$ cat src/core/tafc_pkg.sv
package tafc_pkg;
  localparam int CLK_HZ = 100000000;
  // seconds-scale figures
  localparam int ALARM_DELAY_S = 30;
  // thirty seconds of cycles does not fit a signed int
  localparam longint ALARM_DELAY_CYC = longint'(ALARM_DELAY_S) * CLK_HZ;
  localparam int PRESS_WIN_MS = 2000;
  localparam int PRESS_WIN_CYC = (PRESS_WIN_MS / 1000) * CLK_HZ;
  localparam int DEBOUNCE_US = 10000;
  localparam int DEBOUNCE_CYC = (DEBOUNCE_US * (CLK_HZ / 1000000));
  localparam int PRESS_COUNT = 4;
  localparam int LEVEL_W = 8;
  // level in percent
  localparam logic [LEVEL_W-1:0] LEVEL_MAX_PCT = 8'h6A;

  typedef struct packed {
    logic [LEVEL_W-1:0] lower_control_level;
    logic [LEVEL_W-1:0] upper_control_level;
    logic [LEVEL_W-1:0] low_level_alarm;
    logic [LEVEL_W-1:0] high_level_alarm;
  } tafc_levels_t;

  typedef struct packed {
    logic level_alarm;
    logic temp_alarm;
    logic range_fault;
    logic probe_fault;
  } tafc_causes_t;

  typedef enum logic [3:0] {
    TAFC_IDLE = 4'h1,
    TAFC_HOLD = 4'h2,
    TAFC_SEMI = 4'h4,
    TAFC_TANK = 4'h8
  } tafc_fill_t;
endpackage

$ cat src/core/tafc_debounce.sv
`timescale 1ns/100ps
module tafc_debounce #(
  parameter int CNT = 1000000
) (
  input wire logic clk,
  input wire logic resetn,
  input wire logic raw,
  output logic level,
  output logic rise
);
  logic s1_ff;
  logic s2_ff;
  logic lvl_ff;
  logic rise_ff;
  logic [31:0] cnt_ff;
  wire differs = s2_ff != lvl_ff;
  wire settled = differs && (cnt_ff >= 32'(CNT - 1));
  always_ff @(posedge clk or negedge resetn) begin
    if (!resetn) begin
      s1_ff <= 1'b0;
      s2_ff <= 1'b0;
      lvl_ff <= 1'b0;
      rise_ff <= 1'b0;
      cnt_ff <= 32'h0;
    end else begin
      s1_ff <= raw;
      s2_ff <= s1_ff;
      cnt_ff <= differs ? cnt_ff + 32'h1 : 32'h0;
      rise_ff <= settled && s2_ff;
      if (settled) begin
        lvl_ff <= s2_ff;
      end
    end
  end
  assign level = lvl_ff;
  assign rise = rise_ff;
endmodule // tafc_debounce

$ cat src/core/tafc_core.sv
`timescale 1ns/100ps
// Contract
// - buzzer and LED after thirty-second persistent alarm
// - acknowledge press silences active buzzer
// - acknowledge leaves LED and relay unchanged
// - cause gone clears LED and relay together
// - manual filling only with level control
// - valve open while both buttons held
// - four presses within two seconds latch fill
// - front-panel fill ends at upper level
// - semi-auto only in window, level control
// - tank button held fills, release stops
// - four tank presses start semi-auto fill
// - range fault below 0 or above 106
// - probe fault when probe missing or bad
// - acknowledge closes parameter error, shows settings
// - fault shown while present, ack buzzer only
// - edited threshold effective only after save
module tafc_core
  import tafc_pkg::*;
#(
  parameter logic [31:0] ALARM_CYC = 32'(ALARM_DELAY_CYC),
  parameter int WIN_CYC = PRESS_WIN_CYC,
  parameter int DEB_CYC = DEBOUNCE_CYC
) (
  input wire logic clk,
  input wire logic resetn,
  input wire logic level_ctrl_cfg,
  input wire logic fill_btn_a,
  input wire logic fill_btn_b,
  input wire logic ack_btn,
  input wire logic tank_btn,
  input wire logic signed [LEVEL_W:0] level_pct,
  input wire logic level_valid,
  input wire logic probe_ok,
  input wire logic temp_over,
  input wire tafc_pkg::tafc_levels_t edit_levels,
  input wire logic save_settings,
  input wire logic param_error,
  output logic fill_valve,
  output logic alarm_led,
  output logic buzzer,
  output logic alarm_relay,
  output logic range_fault,
  output logic probe_fault,
  output logic param_err_shown,
  output logic show_settings
);
  import tafc_pkg::*;

  logic pa_lvl, pb_lvl, ack_lvl, ack_rise, tank_lvl, tank_rise;
  logic pa_rise, pb_rise;

  // debounce and sync every button before edge counting
  tafc_debounce #(.CNT(DEB_CYC)) u_deb_a (.clk(clk), .resetn(resetn),
    .raw(fill_btn_a), .level(pa_lvl), .rise(pa_rise));
  tafc_debounce #(.CNT(DEB_CYC)) u_deb_b (.clk(clk), .resetn(resetn),
    .raw(fill_btn_b), .level(pb_lvl), .rise(pb_rise));
  tafc_debounce #(.CNT(DEB_CYC)) u_deb_k (.clk(clk), .resetn(resetn),
    .raw(ack_btn), .level(ack_lvl), .rise(ack_rise));
  tafc_debounce #(.CNT(DEB_CYC)) u_deb_t (.clk(clk), .resetn(resetn),
    .raw(tank_btn), .level(tank_lvl), .rise(tank_rise));

  // saved thresholds; the edit copy has no effect until save
  tafc_levels_t lv_ff;
  always_ff @(posedge clk or negedge resetn) begin
    if (!resetn) begin
      lv_ff <= '0;
    end else if (save_settings) begin
      lv_ff <= edit_levels;
    end
  end

  // faults and alarm causes
  wire range_bad = level_valid &&
    ((level_pct < 0) || (level_pct > $signed({1'b0, LEVEL_MAX_PCT})));
  wire probe_bad = !probe_ok;
  wire [LEVEL_W-1:0] lvl_u = level_pct[LEVEL_W-1:0];
  wire lvl_ok = level_valid && probe_ok && !range_bad && !level_pct[LEVEL_W];
  wire low_alarm = lvl_ok && (lvl_u <= lv_ff.low_level_alarm);
  wire high_alarm = lvl_ok && level_ctrl_cfg &&
    (lv_ff.high_level_alarm != '0) && (lvl_u >= lv_ff.high_level_alarm);
  tafc_causes_t causes;
  assign causes.level_alarm = low_alarm || high_alarm;
  assign causes.temp_alarm = temp_over;
  assign causes.range_fault = range_bad;
  assign causes.probe_fault = probe_bad;
  wire cause = |causes;

  // alarm persistence timer
  logic [31:0] alm_cnt_ff;
  logic active_ff;
  logic buzz_ff;
  logic rf_ff, pf_ff;
  wire alm_due = cause && (alm_cnt_ff >= 32'(ALARM_CYC - 1));
  always_ff @(posedge clk or negedge resetn) begin
    if (!resetn) begin
      alm_cnt_ff <= 32'h0;
      active_ff <= 1'b0;
      buzz_ff <= 1'b0;
      rf_ff <= 1'b0;
      pf_ff <= 1'b0;
    end else begin
      rf_ff <= range_bad;
      pf_ff <= probe_bad;
      if (!cause) begin
        alm_cnt_ff <= 32'h0;
        active_ff <= 1'b0;
        buzz_ff <= 1'b0;
      end else if (!active_ff) begin
        alm_cnt_ff <= alm_cnt_ff + 32'h1;
        if (alm_due) begin
          active_ff <= 1'b1;
          buzz_ff <= 1'b1;
        end
      end else if (ack_rise) begin
        buzz_ff <= 1'b0;
      end
    end
  end

  // parameter error screen
  logic perr_ff, show_ff;
  always_ff @(posedge clk or negedge resetn) begin
    if (!resetn) begin
      perr_ff <= 1'b0;
      show_ff <= 1'b0;
    end else begin
      show_ff <= 1'b0;
      if (param_error) begin
        perr_ff <= 1'b1;
      end else if (perr_ff && ack_rise) begin
        perr_ff <= 1'b0;
        show_ff <= 1'b1;
      end
    end
  end

  // press counting: pair press is both buttons down, counted on its rise
  wire pair_lvl = pa_lvl && pb_lvl;
  logic pair_d_ff;
  wire pair_rise = pair_lvl && !pair_d_ff;
  logic [2:0] pair_n_ff, tank_n_ff;
  logic [31:0] win_ff;
  wire win_open = win_ff != 32'h0;
  wire pair_four = pair_rise && (pair_n_ff == 3'(PRESS_COUNT - 1));
  wire tank_four = tank_rise && (tank_n_ff == 3'(PRESS_COUNT - 1));
  // no range check: a reading above range must still end filling
  wire at_upper = level_valid && !level_pct[LEVEL_W] &&
    (lvl_u >= lv_ff.upper_control_level);
  wire in_window = lvl_ok && (lvl_u >= lv_ff.lower_control_level) &&
    (lvl_u < lv_ff.upper_control_level);
  wire fill_ok = level_ctrl_cfg;

  always_ff @(posedge clk or negedge resetn) begin
    if (!resetn) begin
      pair_d_ff <= 1'b0;
      pair_n_ff <= 3'h0;
      tank_n_ff <= 3'h0;
      win_ff <= 32'h0;
    end else begin
      pair_d_ff <= pair_lvl;
      if (pair_rise) begin
        if (!win_open || pair_four) begin
          win_ff <= 32'(WIN_CYC);
        end else begin
          win_ff <= win_ff - 32'h1;
        end
        pair_n_ff <= (!win_open || pair_four) ? 3'h1 : pair_n_ff + 3'h1;
      end else if (win_open) begin
        win_ff <= win_ff - 32'h1;
      end else begin
        pair_n_ff <= 3'h0;
      end
      if (tank_rise) begin
        tank_n_ff <= tank_four ? 3'h0 : tank_n_ff + 3'h1;
      end
    end
  end

  // fill sequencer
  tafc_fill_t st_ff, nxt_st;
  wire semi_start = (pair_four && win_open) || tank_four;
  always_comb begin
    nxt_st = st_ff;
    case (st_ff)
      TAFC_IDLE: begin
        if (!fill_ok) begin
          nxt_st = TAFC_IDLE;
        end else if (semi_start && in_window) begin
          nxt_st = TAFC_SEMI;
        end else if (pair_lvl && !at_upper) begin
          nxt_st = TAFC_HOLD;
        end else if (tank_lvl && !at_upper) begin
          nxt_st = TAFC_TANK;
        end
      end
      TAFC_HOLD: begin
        if (!fill_ok || at_upper) begin
          nxt_st = TAFC_IDLE;
        end else if (pair_four && win_open && in_window) begin
          nxt_st = TAFC_SEMI;
        end else if (!pair_lvl) begin
          nxt_st = TAFC_IDLE;
        end
      end
      TAFC_SEMI: begin
        if (!fill_ok || at_upper) begin
          nxt_st = TAFC_IDLE;
        end
      end
      TAFC_TANK: begin
        if (!fill_ok || at_upper) begin
          nxt_st = TAFC_IDLE;
        end else if (tank_four && in_window) begin
          nxt_st = TAFC_SEMI;
        end else if (!tank_lvl) begin
          nxt_st = TAFC_IDLE;
        end
      end
      default: nxt_st = TAFC_IDLE;
    endcase
  end

  logic valve_ff;
  always_ff @(posedge clk or negedge resetn) begin
    if (!resetn) begin
      st_ff <= TAFC_IDLE;
      valve_ff <= 1'b0;
    end else begin
      st_ff <= nxt_st;
      valve_ff <= nxt_st != TAFC_IDLE;
    end
  end

  assign fill_valve = valve_ff;
  assign alarm_led = active_ff;
  assign alarm_relay = active_ff;
  assign buzzer = buzz_ff;
  assign range_fault = rf_ff;
  assign probe_fault = pf_ff;
  assign param_err_shown = perr_ff;
  assign show_settings = show_ff;
endmodule // tafc_core

$ cat config.mk
export PLATFORM = sky130hd
export DESIGN_NAME = tafc_core
export DESIGN_NICKNAME = d
export VERILOG_FILES = /design/src/core/tafc_pkg.sv /design/src/core/tafc_debounce.sv /design/src/core/tafc_core.sv
export SDC_FILE = /design/constraint.sdc
export NUM_CORES = 1
export LEC_CHECK = 0
export ABC_AREA = 1
export BUFFER_PORTS_ARGS = -buffer_cell sky130_fd_sc_hd__buf_4
export CORE_AREA = 2 2 173 175
export CTS_BUF_LIST = sky130_fd_sc_hd__clkbuf_8
export DETAILED_ROUTE_END_ITERATION = 12
export DIE_AREA = 0 0 175 177
export GPL_TIMING_DRIVEN = 0
export PLACE_DENSITY_LB_ADDON = 0.3
export SYNTH_ARGS = -nofsm -noshare
export SYNTH_HDL_FRONTEND = slang
export SYNTH_SLANG_ARGS = --single-unit
$ cat constraint.sdc
create_clock -name clk -period 2.2 [get_ports clk]
set_input_delay 0.33 -clock clk [delete_from_list [all_inputs] [get_ports clk]]
set_output_delay 0.33 -clock clk [all_outputs]
set_load 0.01 [all_outputs]
; Yosys cells after proc, flatten, opt, wreduce, memory -nomap -nowiden
; Cells that the tools add are included.
[word_totals]
ff_bits = 256
input_bits = 53
word_cells = 154
[classes]
addsub = 8
magnitude_cmp = 12
n_eq_ne = 15
mux = 36
reduce_logical = 48
[ops]
columns = operator, n
row1 = two-way mux 32 bit, 9
row2 = adder 32 x 1 -> 32 bit (second input constant), 5
row3 = greater-or-equal comparator 32 x 20 -> 1 bit (second input constant), 4
row4 = two-way mux 4 bit, 11
row5 = greater-or-equal comparator 32 bit (second input constant), 1
row6 = nonzero test 32 bit, 1
row7 = subtractor 32 x 1 -> 32 bit (second input constant), 1
row8 = logical AND 1 bit, 30
row9 = greater-or-equal comparator 8 bit, 3
row10 = case mux 4 bit (4 select lines), 1
row11 = two-way mux 3 bit, 4
row12 = two-way mux 1 bit, 11
row13 = > comparator 9 x 8 -> 1 bit (second input constant), 1
row14 = < comparator 9 x 1 -> 1 bit (second input constant), 1
row15 = <= comparator 8 bit, 1
row16 = < comparator 8 bit, 1
row17 = nonzero test 8 bit, 1
row18 = zero test 1 bit, 7
row19 = adder 3 x 1 -> 3 bit (second input constant), 2
row20 = equality test 3 x 2 -> 1 bit (second input constant), 2
row21 = logical OR 1 bit, 5
row22 = equality test 4 x 1 -> 1 bit (second input constant), 1
row23 = equality test 4 x 2 -> 1 bit (second input constant), 1
row24 = equality test 4 x 3 -> 1 bit (second input constant), 1
row25 = other kinds (9), 14

; Depth between registers and ports, before layout
; Gate-level depths: netlist of the first run.
[logic_depth]
depth_word = 15
ltp_mapped = 16
ltp_nobuf = 16

; Hierarchy
; From an unflattened synthesis of the first run, not the netlist that was laid out.
[unflattened]
hier_cells = 2110
area_unflattened_um2 = 15318.4
[modules_own_cells]
columns = module, n_inst, cells_per_inst, area_each_um2, seq_area_each_um2
row1 = tafc_debounce, 4, 308, 2119.5, 900.9
row2 = tafc_core, 1, 878, 6840.3, 2854.0

; Least setup slack after synthesis of the first run
; Ideal clock, no wire load.
[synth_path]
kind = register to register
start = reg lv_ff[7] (netlist bit)
end = reg alm_cnt_ff[13]
setup_time_ns = 0.086
arrival_ns = 1.664
t_required_ns = 2.114
setup_slack_ns = 0.450
path_stages_with_launch = 14
n_path_buf = 1
cell_sequence = dfrtp_1 inv_1 ha_1 nand2_1 nor2_1 nand4_1 nand3_1 nand2_1 nand2_1 nand2_1 nand2_1 clkinv_1 buf_2 nor3_1
[synth_between]
elab_chain_cells = 6
[synth_lines]
columns = element, line
row1 = "start, declared", tafc_core.sv:65  ; tafc_levels_t lv_ff;
row2 = "start signal, assigned", tafc_core.sv:70  ; lv_ff <= edit_levels;
row3 = branches (longest 2 deep; another with greater-or-equal comparator 8 bit), n/a
row4 = logical AND 1 bit *, tafc_core.sv:82  ; (lv_ff.high_level_alarm != '0) && (lvl_u >= lv_ff.high_level_alarm);
row5 = logical OR 1 bit *, tafc_core.sv:84  ; assign causes.level_alarm = low_alarm || high_alarm;
row6 = OR reduction 4 bit *, tafc_core.sv:88  ; wire cause = |causes;
row7 = != test 2 bit (no source line) / two-way mux 32 bit (equally long branches), n/a
row8 = "end signal, assigned", tafc_core.sv:111  ; alm_cnt_ff <= alm_cnt_ff + 32'h1;
row9 = "end, declared", tafc_core.sv:91  ; logic [31:0] alm_cnt_ff;
; Every way passes the cells marked *.
; A chain may end at the register's enable or synchronous reset.

; Worst setup path after layout of the first run
[layout_path]
start = reg lv_ff[15] (netlist bit)
end = reg alm_cnt_ff[13]
[layout_between]
elab_chain_cells = 5
[layout_lines]
columns = element, line
row1 = <= comparator 8 bit *, tafc_core.sv:80  ; wire low_alarm = lvl_ok && (lvl_u <= lv_ff.low_level_alarm);
row2 = logical AND 1 bit *, tafc_core.sv:80
row3 = logical OR 1 bit *, tafc_core.sv:84
row4 = OR reduction 4 bit *, tafc_core.sv:88
row5 = != test 2 bit (no source line) / two-way mux 32 bit (equally long branches), n/a
; Every way passes the cells marked *; elsewhere a longest branch is shown, timed or not.

==> impl_metrics.ini, run 1 <==
[floorplanning]
dieHeight_um = 177
initial_core_util_pct = 49.2
chipWidth_um = 175
fp-row-count = 63
io_pins = 61
core_um2 = 29200
dieArea_um2 = 31000

[logic_synthesis]
synth-compound-area-share_pct = 9.89
syn_area_per_cell_um2 = 7.97
synthSimpleGateAreaFrac_pct = 30.2
ys_seq_area_share_pct = 44.5
yosys-mux-area-fraction_pct = 0.313
synth.distinct_cells = 55
synthFlopType = dfrtp_1
synth_top_family_by_area = simple AND/OR/NAND/NOR gates
synthAdderAreaFrac_pct = 3.65
async_flop_share_pct = 100
ys_warn_count = 0
synth_xor_area_share_pct = 3.04
ys_seq_elements = 256
syn_nets = 1901
syn_area_um2 = 14400
syn_inst = 1806
synth-edff-count = 0

[clocking]
cts_sinks = 256
cts_buffers = 45
clockBufferDepth = 3
cts_tree = yes
clk_latency_ns = 0.55
cts_max_level = 2
cts.clk_slew.worst_paths_ns = 0.06
ctsRootBufferMaster = clkbuf_8

[cells_and_area]
fillers = 2674
layout_common_cells = nand2_1 (313), inv_1 (287), dfrtp_1 (255)
instances_no_fill = 2374
final_nets = 2048
area_growth_pct = 15.9
final_common_cell = nand2_1
diodes = 0
drive_gt1_share_pct = 12.9

[worst_setup_path]
worstReg2RegEnd = alm_cnt_ff[13]
path_delay_family = simple AND/OR/NAND/NOR gates
crit_chain = inv_1 > ha_1 > a21oi_1 > o21ai_0 > a21oi_1 > nor2_1 > nand2_1 > nand2_1 > nand2_2 > inv_4 > buf_4 > nor3_1
cpPeakStageDelay_ns = 0.36
worst_setup_path_start_kind = flip-flop
r2r_start = lv_ff[15]
critPathCaptureType = flip-flop
worstRegToRegCells = 12
slowest_stage = dfrtp_1
worst-path-max-fanout = 10
worstSetupPathType = flip-flop to flip-flop
crit_required_ns = 2.66
r2r_slack_ns = 0.20
worstPathArrival_ns = 2.46
worst-path-buf-inv = 3

[power]
power_frac_seq_pct = 49.4
p_leak_uw = 0.00821
ir_drop_uv = 518
p_comb_share_pct = 8.5
power_switching_uw = 2530
clkPwrFrac_pct = 42.1
p_sw_share_pct = 25.3
fin_total_pwr_uw = 10000
power.density_nw_per_um2 = 601
p_int_uw = 7500

[global_route]
grt_pass1_wl_mm = 55.8
first_global_vias = 12200
grt_max_degree = 122
antenna_found_initial = 0
grt-ovfl-total = 0
grtUsageTotal_pct = 21.4

[sta]
setup_violations = 0
hold_viol = 0
fin_skew_ns = 0.0263
worst_slew_pin_slew_ns = 0.622
fin_crit_ns = 2.00
slew_viol_final = 0
slew_headroom_pct = 58.6
fmax_mhz = 500
fin_crit_sh_pct = 90.9

[drt]
routed_wl_mm = 32.0
first_pass_iters = 5
antenna_left = 0
post_drt_wl_per_cell_um = 13.5
drtIter0Drc = 773
vias_per_cell = 5.19
drc = 0
routed-via-count = 12300

[status]
status = complete, no violations

[min_path]
holdCritPathClass = primary input to flip-flop
hold_start = edit_levels[28]
holdPathEnd = lv_ff[28]
min_path_cells = 3

[placement]
portBuffers = 59
place_congestion = 0.872
numPlacedInstances = 2257
hpwl_mm = 23.1

[job]
maxCapViolations = 0
==> routing by layer <==
layer  up-vias  global-route usage, %  wire length, um
li1       6221                      -                -
met1      5776                   28.5            14800
met2       250                   36.0            15100
met3        67                   3.35             1290
met4         0                   6.74              821
met5         -                      0                0
==> what timing repair did <==
item | 4_1_cts | 5_1_grt
endpoints found under the setup margin | 20 | 40
pin swaps | 0 | 3
gates resized for setup | 1 | 16
setup buffers | 0 | 3
hold endpoints to repair | 67 | 1
hold buffers | 35 | 1
==> power groups by stage <==
| stage | sequential (uW) | clock (uW) | combinational [uW] |
|---|---|---|---|
| 2_1_floorplan | 5010 | 0 | 452 |
| 3_3_place_gp | 5030 | 0 | 763 |
| 3_5_place_dp | 5030 | 0 | 802 |
| 4_1_cts | 4950 | 4380 | 856 |
| 5_1_grt | 4970 | 4610 | 988 |
| 6_report | 4950 | 4230 | 850 |
==> stage by stage <==
stage	util (%)	TNS [ns]	hold WS (ns)	setup WS, ns	area, um2
after floorplan	-	0	0.0344	0.450	14400
after global placement	52.4	-347.10	0.333	-1.38	15300
after detailed placement	52.6	-3.34	0.212	-0.221	15400
after CTS	56.8	0	0.00467	0.0592	16600
after global routing	57.1	-0.0454	0.0163	-0.0454	16700
final	57.1	0	0.0389	0.199	16700
==> area by class of cell <==
class                           instances  area (um2)  share of cell area, %
Multi-Input combinational cell       1234        6810                   40.8
Sequential cell                       256        6410                   38.4
Inverter                              289        1090                   6.51
Timing Repair Buffer                  100         888                   5.32
Clock buffer                           53         729                   4.37
Tap cell                              390         488                   2.92
Buffer                                 27         139                  0.832
Clock inverter                         25         136                  0.817
==> logic make-up after synthesis <==
kind of cell	after synthesis
AOI/OAI and AO/OA	260
muxes	4
and+or+nand+nor	878
DFF	256
xor gates and xnor gates	50
buffers and inverters	316
adders and majority gates	42
==> synthesized netlist by cell type, drive strengths merged, types with 2 or more instances <==
master  instances  area share [%]
o211ai          3            0.19
a21boi          2            0.10
nor4           28             1.4
o22ai           2            0.13
nand3b          9            0.50
inv           284             7.4
ha             42             3.6
clkbuf         18            0.47
nor2          232             7.1
o31ai           3            0.16
or2             6            0.26
a31oi           2           0.087
nand3          86             3.5
nor3          114             5.0
and3            4            0.17
xnor2          11            0.67
o21bai          4            0.21
mux2            4            0.31
nand2         329             8.9
o21a           16            0.83
o21ai         107             3.7
clkinv          5            0.13
dfrtp         255              44
a211oi          7            0.36
buf             9            0.42
xor2           39             2.4
a21oi         110             3.8
nand4          56             2.7
nor3b          14            0.80
==> worst max path at each step <==
stage                  from           endpoint  cells past startpoint
6_report          lv_ff[15]     alm_cnt_ff[13]                     12
5_1_grt           lv_ff[19]         fill_valve                     13
4_1_cts           lv_ff[11]     alm_cnt_ff[13]                     12
3_5_place_dp   level_pct[3]     alm_cnt_ff[13]                     12
3_3_place_gp         resetn  u_deb_a.cnt_ff[5]                      1
2_1_floorplan      lv_ff[7]     alm_cnt_ff[13]                     13
==> registers in the layout, summed over array words and instances, names as in the netlist, 3 cells and up <==
register	cells
u_deb_t.cnt_ff	32
tank_n_ff	3
st_ff	4
win_ff	32
u_deb_k.cnt_ff	32
pair_n_ff	3
u_deb_b.cnt_ff	32
alm_cnt_ff	32
lv_ff	32
u_deb_a.cnt_ff	32
==> worst register-to-register path, delay by kind of cell, from the launching register on <==
| family | cells | cell delay, ns |
|---|---|---|
| flops | 1 | 0.36 |
| compound gates | 3 | 0.43 |
| buf+inv | 3 | 0.33 |
| fa+ha+maj | 1 | 0.24 |
| simple gates | 5 | 0.53 |
Power figures use the tool's default switching activity.
==> run 2: changes to the inputs <==
--- a/config.mk
+++ b/config.mk
@@ -7,12 +7,13 @@
 export LEC_CHECK = 0
 export ABC_AREA = 1
 export BUFFER_PORTS_ARGS = -buffer_cell sky130_fd_sc_hd__buf_4
-export CORE_AREA = 2 2 173 175
+export CORE_AREA = 2 2 179 181
 export CTS_BUF_LIST = sky130_fd_sc_hd__clkbuf_8
 export DETAILED_ROUTE_END_ITERATION = 12
-export DIE_AREA = 0 0 175 177
+export DIE_AREA = 0 0 181 183
 export GPL_TIMING_DRIVEN = 0
 export PLACE_DENSITY_LB_ADDON = 0.3
 export SYNTH_ARGS = -nofsm -noshare
 export SYNTH_HDL_FRONTEND = slang
+export SYNTH_HIERARCHICAL = 1
 export SYNTH_SLANG_ARGS = --single-unit
==> constraint.sdc (replaced) <==
create_clock -name clk -period 2.4 [get_ports clk]
set_input_delay 0.36 -clock clk [delete_from_list [all_inputs] [get_ports clk]]
set_output_delay 0.36 -clock clk [all_outputs]
set_load 0.01 [all_outputs]
==> impl_metrics.ini, run 2 <==
[cells_and_area]
final_common_cell = nand2_1
area_growth_pct = 15.5
drive_gt1_share_pct = 12.6
layout_common_cells = nand2_1 (544), nor2_1 (400), inv_1 (268)
final_nets = 2345
diodes = 0
instances_no_fill = 2683

[min_path]
holdCritPathClass = primary input to flip-flop
holdPathEnd = probe_fault
hold_start = probe_ok
min_path_cells = 2

[clocking]
cts_sinks = 256
cts_buffers = 48
post_cts_buffers = 0
clockBufferDepth = 3
clk_latency_ns = 0.58
cts.clk_slew.worst_paths_ns = 0.06
cts_max_level = 2
ctsRootBufferMaster = clkbuf_8
cts_tree = yes

[power]
ir_drop_uv = 486
power.density_nw_per_um2 = 547
power_frac_seq_pct = 47.2
power_switching_uw = 2420
p_leak_uw = 0.00865
clkPwrFrac_pct = 44.5
fin_total_pwr_uw = 9630
p_comb_share_pct = 8.3
p_int_uw = 7210
p_sw_share_pct = 25.1

[placement]
place_congestion = 0.948
portBuffers = 59
numPlacedInstances = 2565
hpwl_mm = 28.1

[drt]
routed-via-count = 13700
drtIter0Drc = 906
routed_wl_mm = 37.7
antenna_left = 0
drc = 0
first_pass_iters = 6
vias_per_cell = 5.10
post_drt_wl_per_cell_um = 14.0

[global_route]
grtUsageTotal_pct = 23.4
grt_pass1_wl_mm = 63.9
first_global_vias = 13400
grt-ovfl-total = 0
antenna_found_initial = 1
grt_max_degree = 120

[worst_setup_path]
critPathCaptureType = flip-flop
crit_required_ns = 2.86
worstSetupPathType = flip-flop to flip-flop
worst_setup_path_start_kind = flip-flop
worst-path-max-fanout = 10
worstPathArrival_ns = 2.61
r2r_slack_ns = 0.26
r2r_start = lv_ff[5]
worstRegToRegCells = 13
worstReg2RegEnd = alm_cnt_ff[15]

[floorplanning]
dieArea_um2 = 33100
core_um2 = 31200
chipWidth_um = 181
dieHeight_um = 183
io_pins = 61
fp-row-count = 65
initial_core_util_pct = 48.8

[sta]
rsz0062_at_grt = no
fin_crit_sh_pct = 89.3
worst_slew_pin_slew_ns = 0.622
fin_crit_ns = 2.14
fin_setup_tns_ns = 0
setup_violations = 0
fin_skew_ns = 0.0276
hold_viol = 0
slew_headroom_pct = 58.5
fmax_mhz = 467
slew_viol_final = 0

[logic_synthesis]
syn_area_um2 = 15200
syn_area_per_cell_um2 = 7.25
syn_nets = 2197
ys_warn_count = 6
syn_inst = 2102

[status]
status = complete, no violations

[job]
maxCapViolations = 0
## run 2: cell types whose count changed in the layout (fill, tap and decap cells not counted), moves of 17 or more
cell	delta
nor4_1	-17
nor2_1	+203
nand2_1	+231
nand4_1	-22
nor2_2	+21
nand3_1	+47
inv_1	-19
a21oi_1	-32
nor3_1	-68
## run 2: repair_timing
item                                    4_1_cts  5_1_grt
endpoints found under the setup margin        0       20
hold buffers                                 37        0
hold endpoints to repair                     70        0
resized for setup                             0        5
## run 2: worst max path at each step
stage,to,start,cells past startpoint
global placement,u_deb_k/cnt_ff[27],resetn,1
floorplan,win_ff[31],win_ff[0],14
CTS,alm_cnt_ff[26],lv_ff[5],13
detailed placement,alm_cnt_ff[29],level_pct[5],13
finish,alm_cnt_ff[15],lv_ff[5],13
global route,alm_cnt_ff[11],lv_ff[5],13
## run 2: worst max-delay path: stages (launching register included)
cell and delay (ns):
dfrtp_1 0.34, inv_1 0.05, ha_1 0.29, a21oi_1 0.16, nor2_1 0.06, nor3_1 0.15, nand3_1 0.09, nand2_1 0.07
nand2_1 0.13, nand2_1 0.10, nand2_1 0.15, inv_4 0.15, clkbuf_4 0.22, nor2_1 0.05
## run 2: stage by stage
stage / utilization [%] / cell area [um2] / setup WS, ns / hold slack, ns
after floorplan: - / 15200 / 0.660 / 0.0644
after global placement: 51.8 / 16200 / -1.23 / 0.335
after detailed placement: 52.0 / 16300 / 0.0558 / 0.211
after CTS: 56.4 / 17600 / 0.174 / 0.00631
after global routing: 56.4 / 17600 / 0.00663 / 0.0146
final: 56.4 / 17600 / 0.257 / 0.0399
## run 2: per-layer routing
layer | vias up | GRT usage, % | wire length (um)
li1 | 6942 | - | -
met1 | 6375 | 31.6 | 17500
met2 | 286 | 38.4 | 17300
met3 | 78 | 3.57 | 1720
met4 | 2 | 8.75 | 1140
met5 | - | 0 | 18
## run 2: final cells by class
type | count | area [um2]
clock inverters | 18 | 109
flip-flops and latches | 256 | 6410
multi-input cells | 1542 | 7660
fillers | 2954 | 13600
clock buffers | 63 | 867
inverters | 278 | 1050
plain buffers | 26 | 136
well taps | 402 | 503
repair buffers | 98 | 876
## run 2: power by group through the flow
stage / registers [uW] / clock network (uW) / logic [uW]
2_1_floorplan: 4600 / 0 / 426
3_3_place_gp: 4620 / 0 / 712
3_5_place_dp: 4620 / 0 / 751
4_1_cts: 4550 / 4430 / 808
5_1_grt: 4560 / 4650 / 928
6_report: 4550 / 4280 / 798
==> run 3: changes to the inputs <==
--- a/config.mk
+++ b/config.mk
@@ -7,12 +7,13 @@
 export LEC_CHECK = 0
 export ABC_AREA = 1
 export BUFFER_PORTS_ARGS = -buffer_cell sky130_fd_sc_hd__buf_4
-export CORE_AREA = 2 2 179 181
+export CORE_AREA = 2 2 163 197
 export CTS_BUF_LIST = sky130_fd_sc_hd__clkbuf_8
 export DETAILED_ROUTE_END_ITERATION = 12
-export DIE_AREA = 0 0 181 183
+export DIE_AREA = 0 0 165 199
 export GPL_TIMING_DRIVEN = 0
 export PLACE_DENSITY_LB_ADDON = 0.3
+export SETUP_SLACK_MARGIN = 0.4
 export SYNTH_ARGS = -nofsm -noshare
 export SYNTH_HDL_FRONTEND = slang
 export SYNTH_HIERARCHICAL = 1
==> impl_metrics.ini, run 3 (same netlist as run 2, synthesis figures left out) <==
[status]
status = complete, no violations

[floorplanning]
initial_core_util_pct = 49.2
chipWidth_um = 165
dieHeight_um = 199
core_um2 = 31000
dieArea_um2 = 32800
fp-row-count = 71
io_pins = 61

[sta]
fin_setup_tns_ns = 0
fin_crit_sh_pct = 78.9
slew_headroom_pct = 58.1
rsz0062_at_grt = yes
fmax_mhz = 528
hold-worst-slack_ns = 0.0355
setup_violations = 0
hold_viol = 0
fin_skew_ns = 0.0317
finalWorstSetupSlack_ns = 0.507
fin_crit_ns = 1.89
slew_viol_final = 0
worst_slew_pin_slew_ns = 0.629

[clocking]
clk_latency_ns = 0.58
cts_max_level = 2
clockBufferDepth = 3
cts_sinks = 256
ctsRootBufferMaster = clkbuf_8
cts_buffers = 45
cts.clk_slew.worst_paths_ns = 0.06
cts_tree = yes

[min_path]
holdCritPathClass = primary input to flip-flop

[placement]
hpwl_mm = 28.1
place_ws_ns = -0.0173
portBuffers = 59
place_congestion = 0.949
numPlacedInstances = 2564

[worst_setup_path]
worst_setup_path_start_kind = flip-flop
path_delay_family = simple AND/OR/NAND/NOR gates
worst-path-max-fanout = 10
worst-path-buf-inv = 5
crit_required_ns = 2.86
crit_chain = inv_2 > ha_1 > nand2_1 > nor2_2 > nand2_4 > nor2_8 > inv_4 > nand2_8 > inv_4 > nor2_8 > inv_2 > buf_6 > nand2_2 > nor2_1
critPathCaptureType = flip-flop
worstPathArrival_ns = 2.35
worstSetupPathType = flip-flop to flip-flop
cpPeakStageDelay_ns = 0.41
slowest_stage = dfrtp_1

[cells_and_area]
final_common_cell = nand2_1
layout_common_cells = nand2_1 (539), nor2_1 (389), inv_1 (268)
seq_area_um2 = 6410
instances_no_fill = 2688
area_growth_pct = 16.7
diodes = 0
multi_input_comb_area_um2 = 7870
drive_gt1_share_pct = 14.5
final_nets = 2351
fillers = 2848

[global_route]
grt_max_degree = 120
grtUsageTotal_pct = 24.1
grt-ovfl-total = 0
grt_pass1_wl_mm = 64.0
antenna_found_initial = 0
first_global_vias = 13500

[drt]
first_pass_iters = 5
drtIter0Drc = 778
routed_wl_mm = 37.7
vias_per_cell = 5.15
routed-via-count = 13800
drc = 0
antenna_left = 0
post_drt_wl_per_cell_um = 14.0

[job]
maxCapViolations = 0

[power]
power.density_nw_per_um2 = 525
p_leak_uw = 0.00870
ir_drop_uv = 470
run 3: cell types whose count changed in the layout (fill, tap and decap cells not counted), moves of 5 or more:
cell / before / now
buf_4: 60 / 70
nand3_1: 121 / 114
nor2_1: 400 / 389
clkbuf_8: 63 / 56
nor2_4: 7 / 16
nand3_2: 16 / 21
nand2_1: 544 / 539
run 3: layer usage:
| layer | global-route usage, % | vias to the layer above | part of all wire (%) |
|---|---|---|---|
| met1 | 31.3 | 6470 | 44 |
| met3 | 3.42 | 100 | 4.2 |
| met2 | 41.0 | 304 | 48 |
| li1 | - | 6958 | - |
| met5 | 0 | - | 0 |
| met4 | 8.57 | 0 | 3.4 |
run 3: cell type report:
class	count	area share, %
plain buffers	26	0.872
clock buffers	56	4.33
clock inverters	22	0.534
inverters	278	5.93
multi-input cells	1542	44.2
flip-flops and latches	256	36.0
well taps	401	2.82
repair buffers	107	5.29
run 3: final timing paths:
kind | slack [ns] | from | to | cells past startpoint
min in group asynchronous | 0.27 | resetn | win_ff[10] | 2
hold / removal | 0.04 | edit_levels[28] | lv_ff[28] | 3
setup / recovery | 0.51 | win_ff[0] | win_ff[31] | 14
hold reg to reg | 0.34 | u_deb_a/s1_ff | u_deb_a/s2_ff | 0
setup reg to reg | 0.51 | win_ff[0] | win_ff[31] | 14
max in group asynchronous | 1.22 | resetn | u_deb_k/cnt_ff[4] | 3
run 3: worst reg2reg max path, cell delays in order (launching register included):
cell and delay (ns):
dfrtp_1 0.41, inv_2 0.10, ha_1 0.16, nand2_1 0.07, nor2_2 0.13, nand2_4 0.09, nor2_8 0.14, inv_4 0.06
nand2_8 0.10, inv_4 0.06, nor2_8 0.14, inv_2 0.07, buf_6 0.16, nand2_2 0.07, nor2_1 0.03
run 3: metrics by stage:
| step | area (um2) | util, % | power (uW) |
|---|---|---|---|
| floorplan | 15200 | - | 5020 |
| global placement | 16200 | 52.2 | 5330 |
| detailed placement | 16300 | 52.4 | 5370 |
| CTS | 17500 | 56.4 | 9390 |
| global route | 17800 | 57.4 | 9820 |
| finish | 17800 | 57.4 | 9340 |
run 3: what timing repair did:
action	in CTS	in global routing
buffers inserted	2	10
hold endpoints to repair	67	0
hold buffers	33	0
endpoints found under the setup margin	28	53
gates resized for setup	7	61
pin swaps	0	19
gates cloned	0	1
run 3: report_power, final:
part           switching, uW  total (uW)  internal (uW)
combinational            506         883            378
clock                   1810        3900           2090
sequential               110        4560           4450
total                   2430        9340           6920
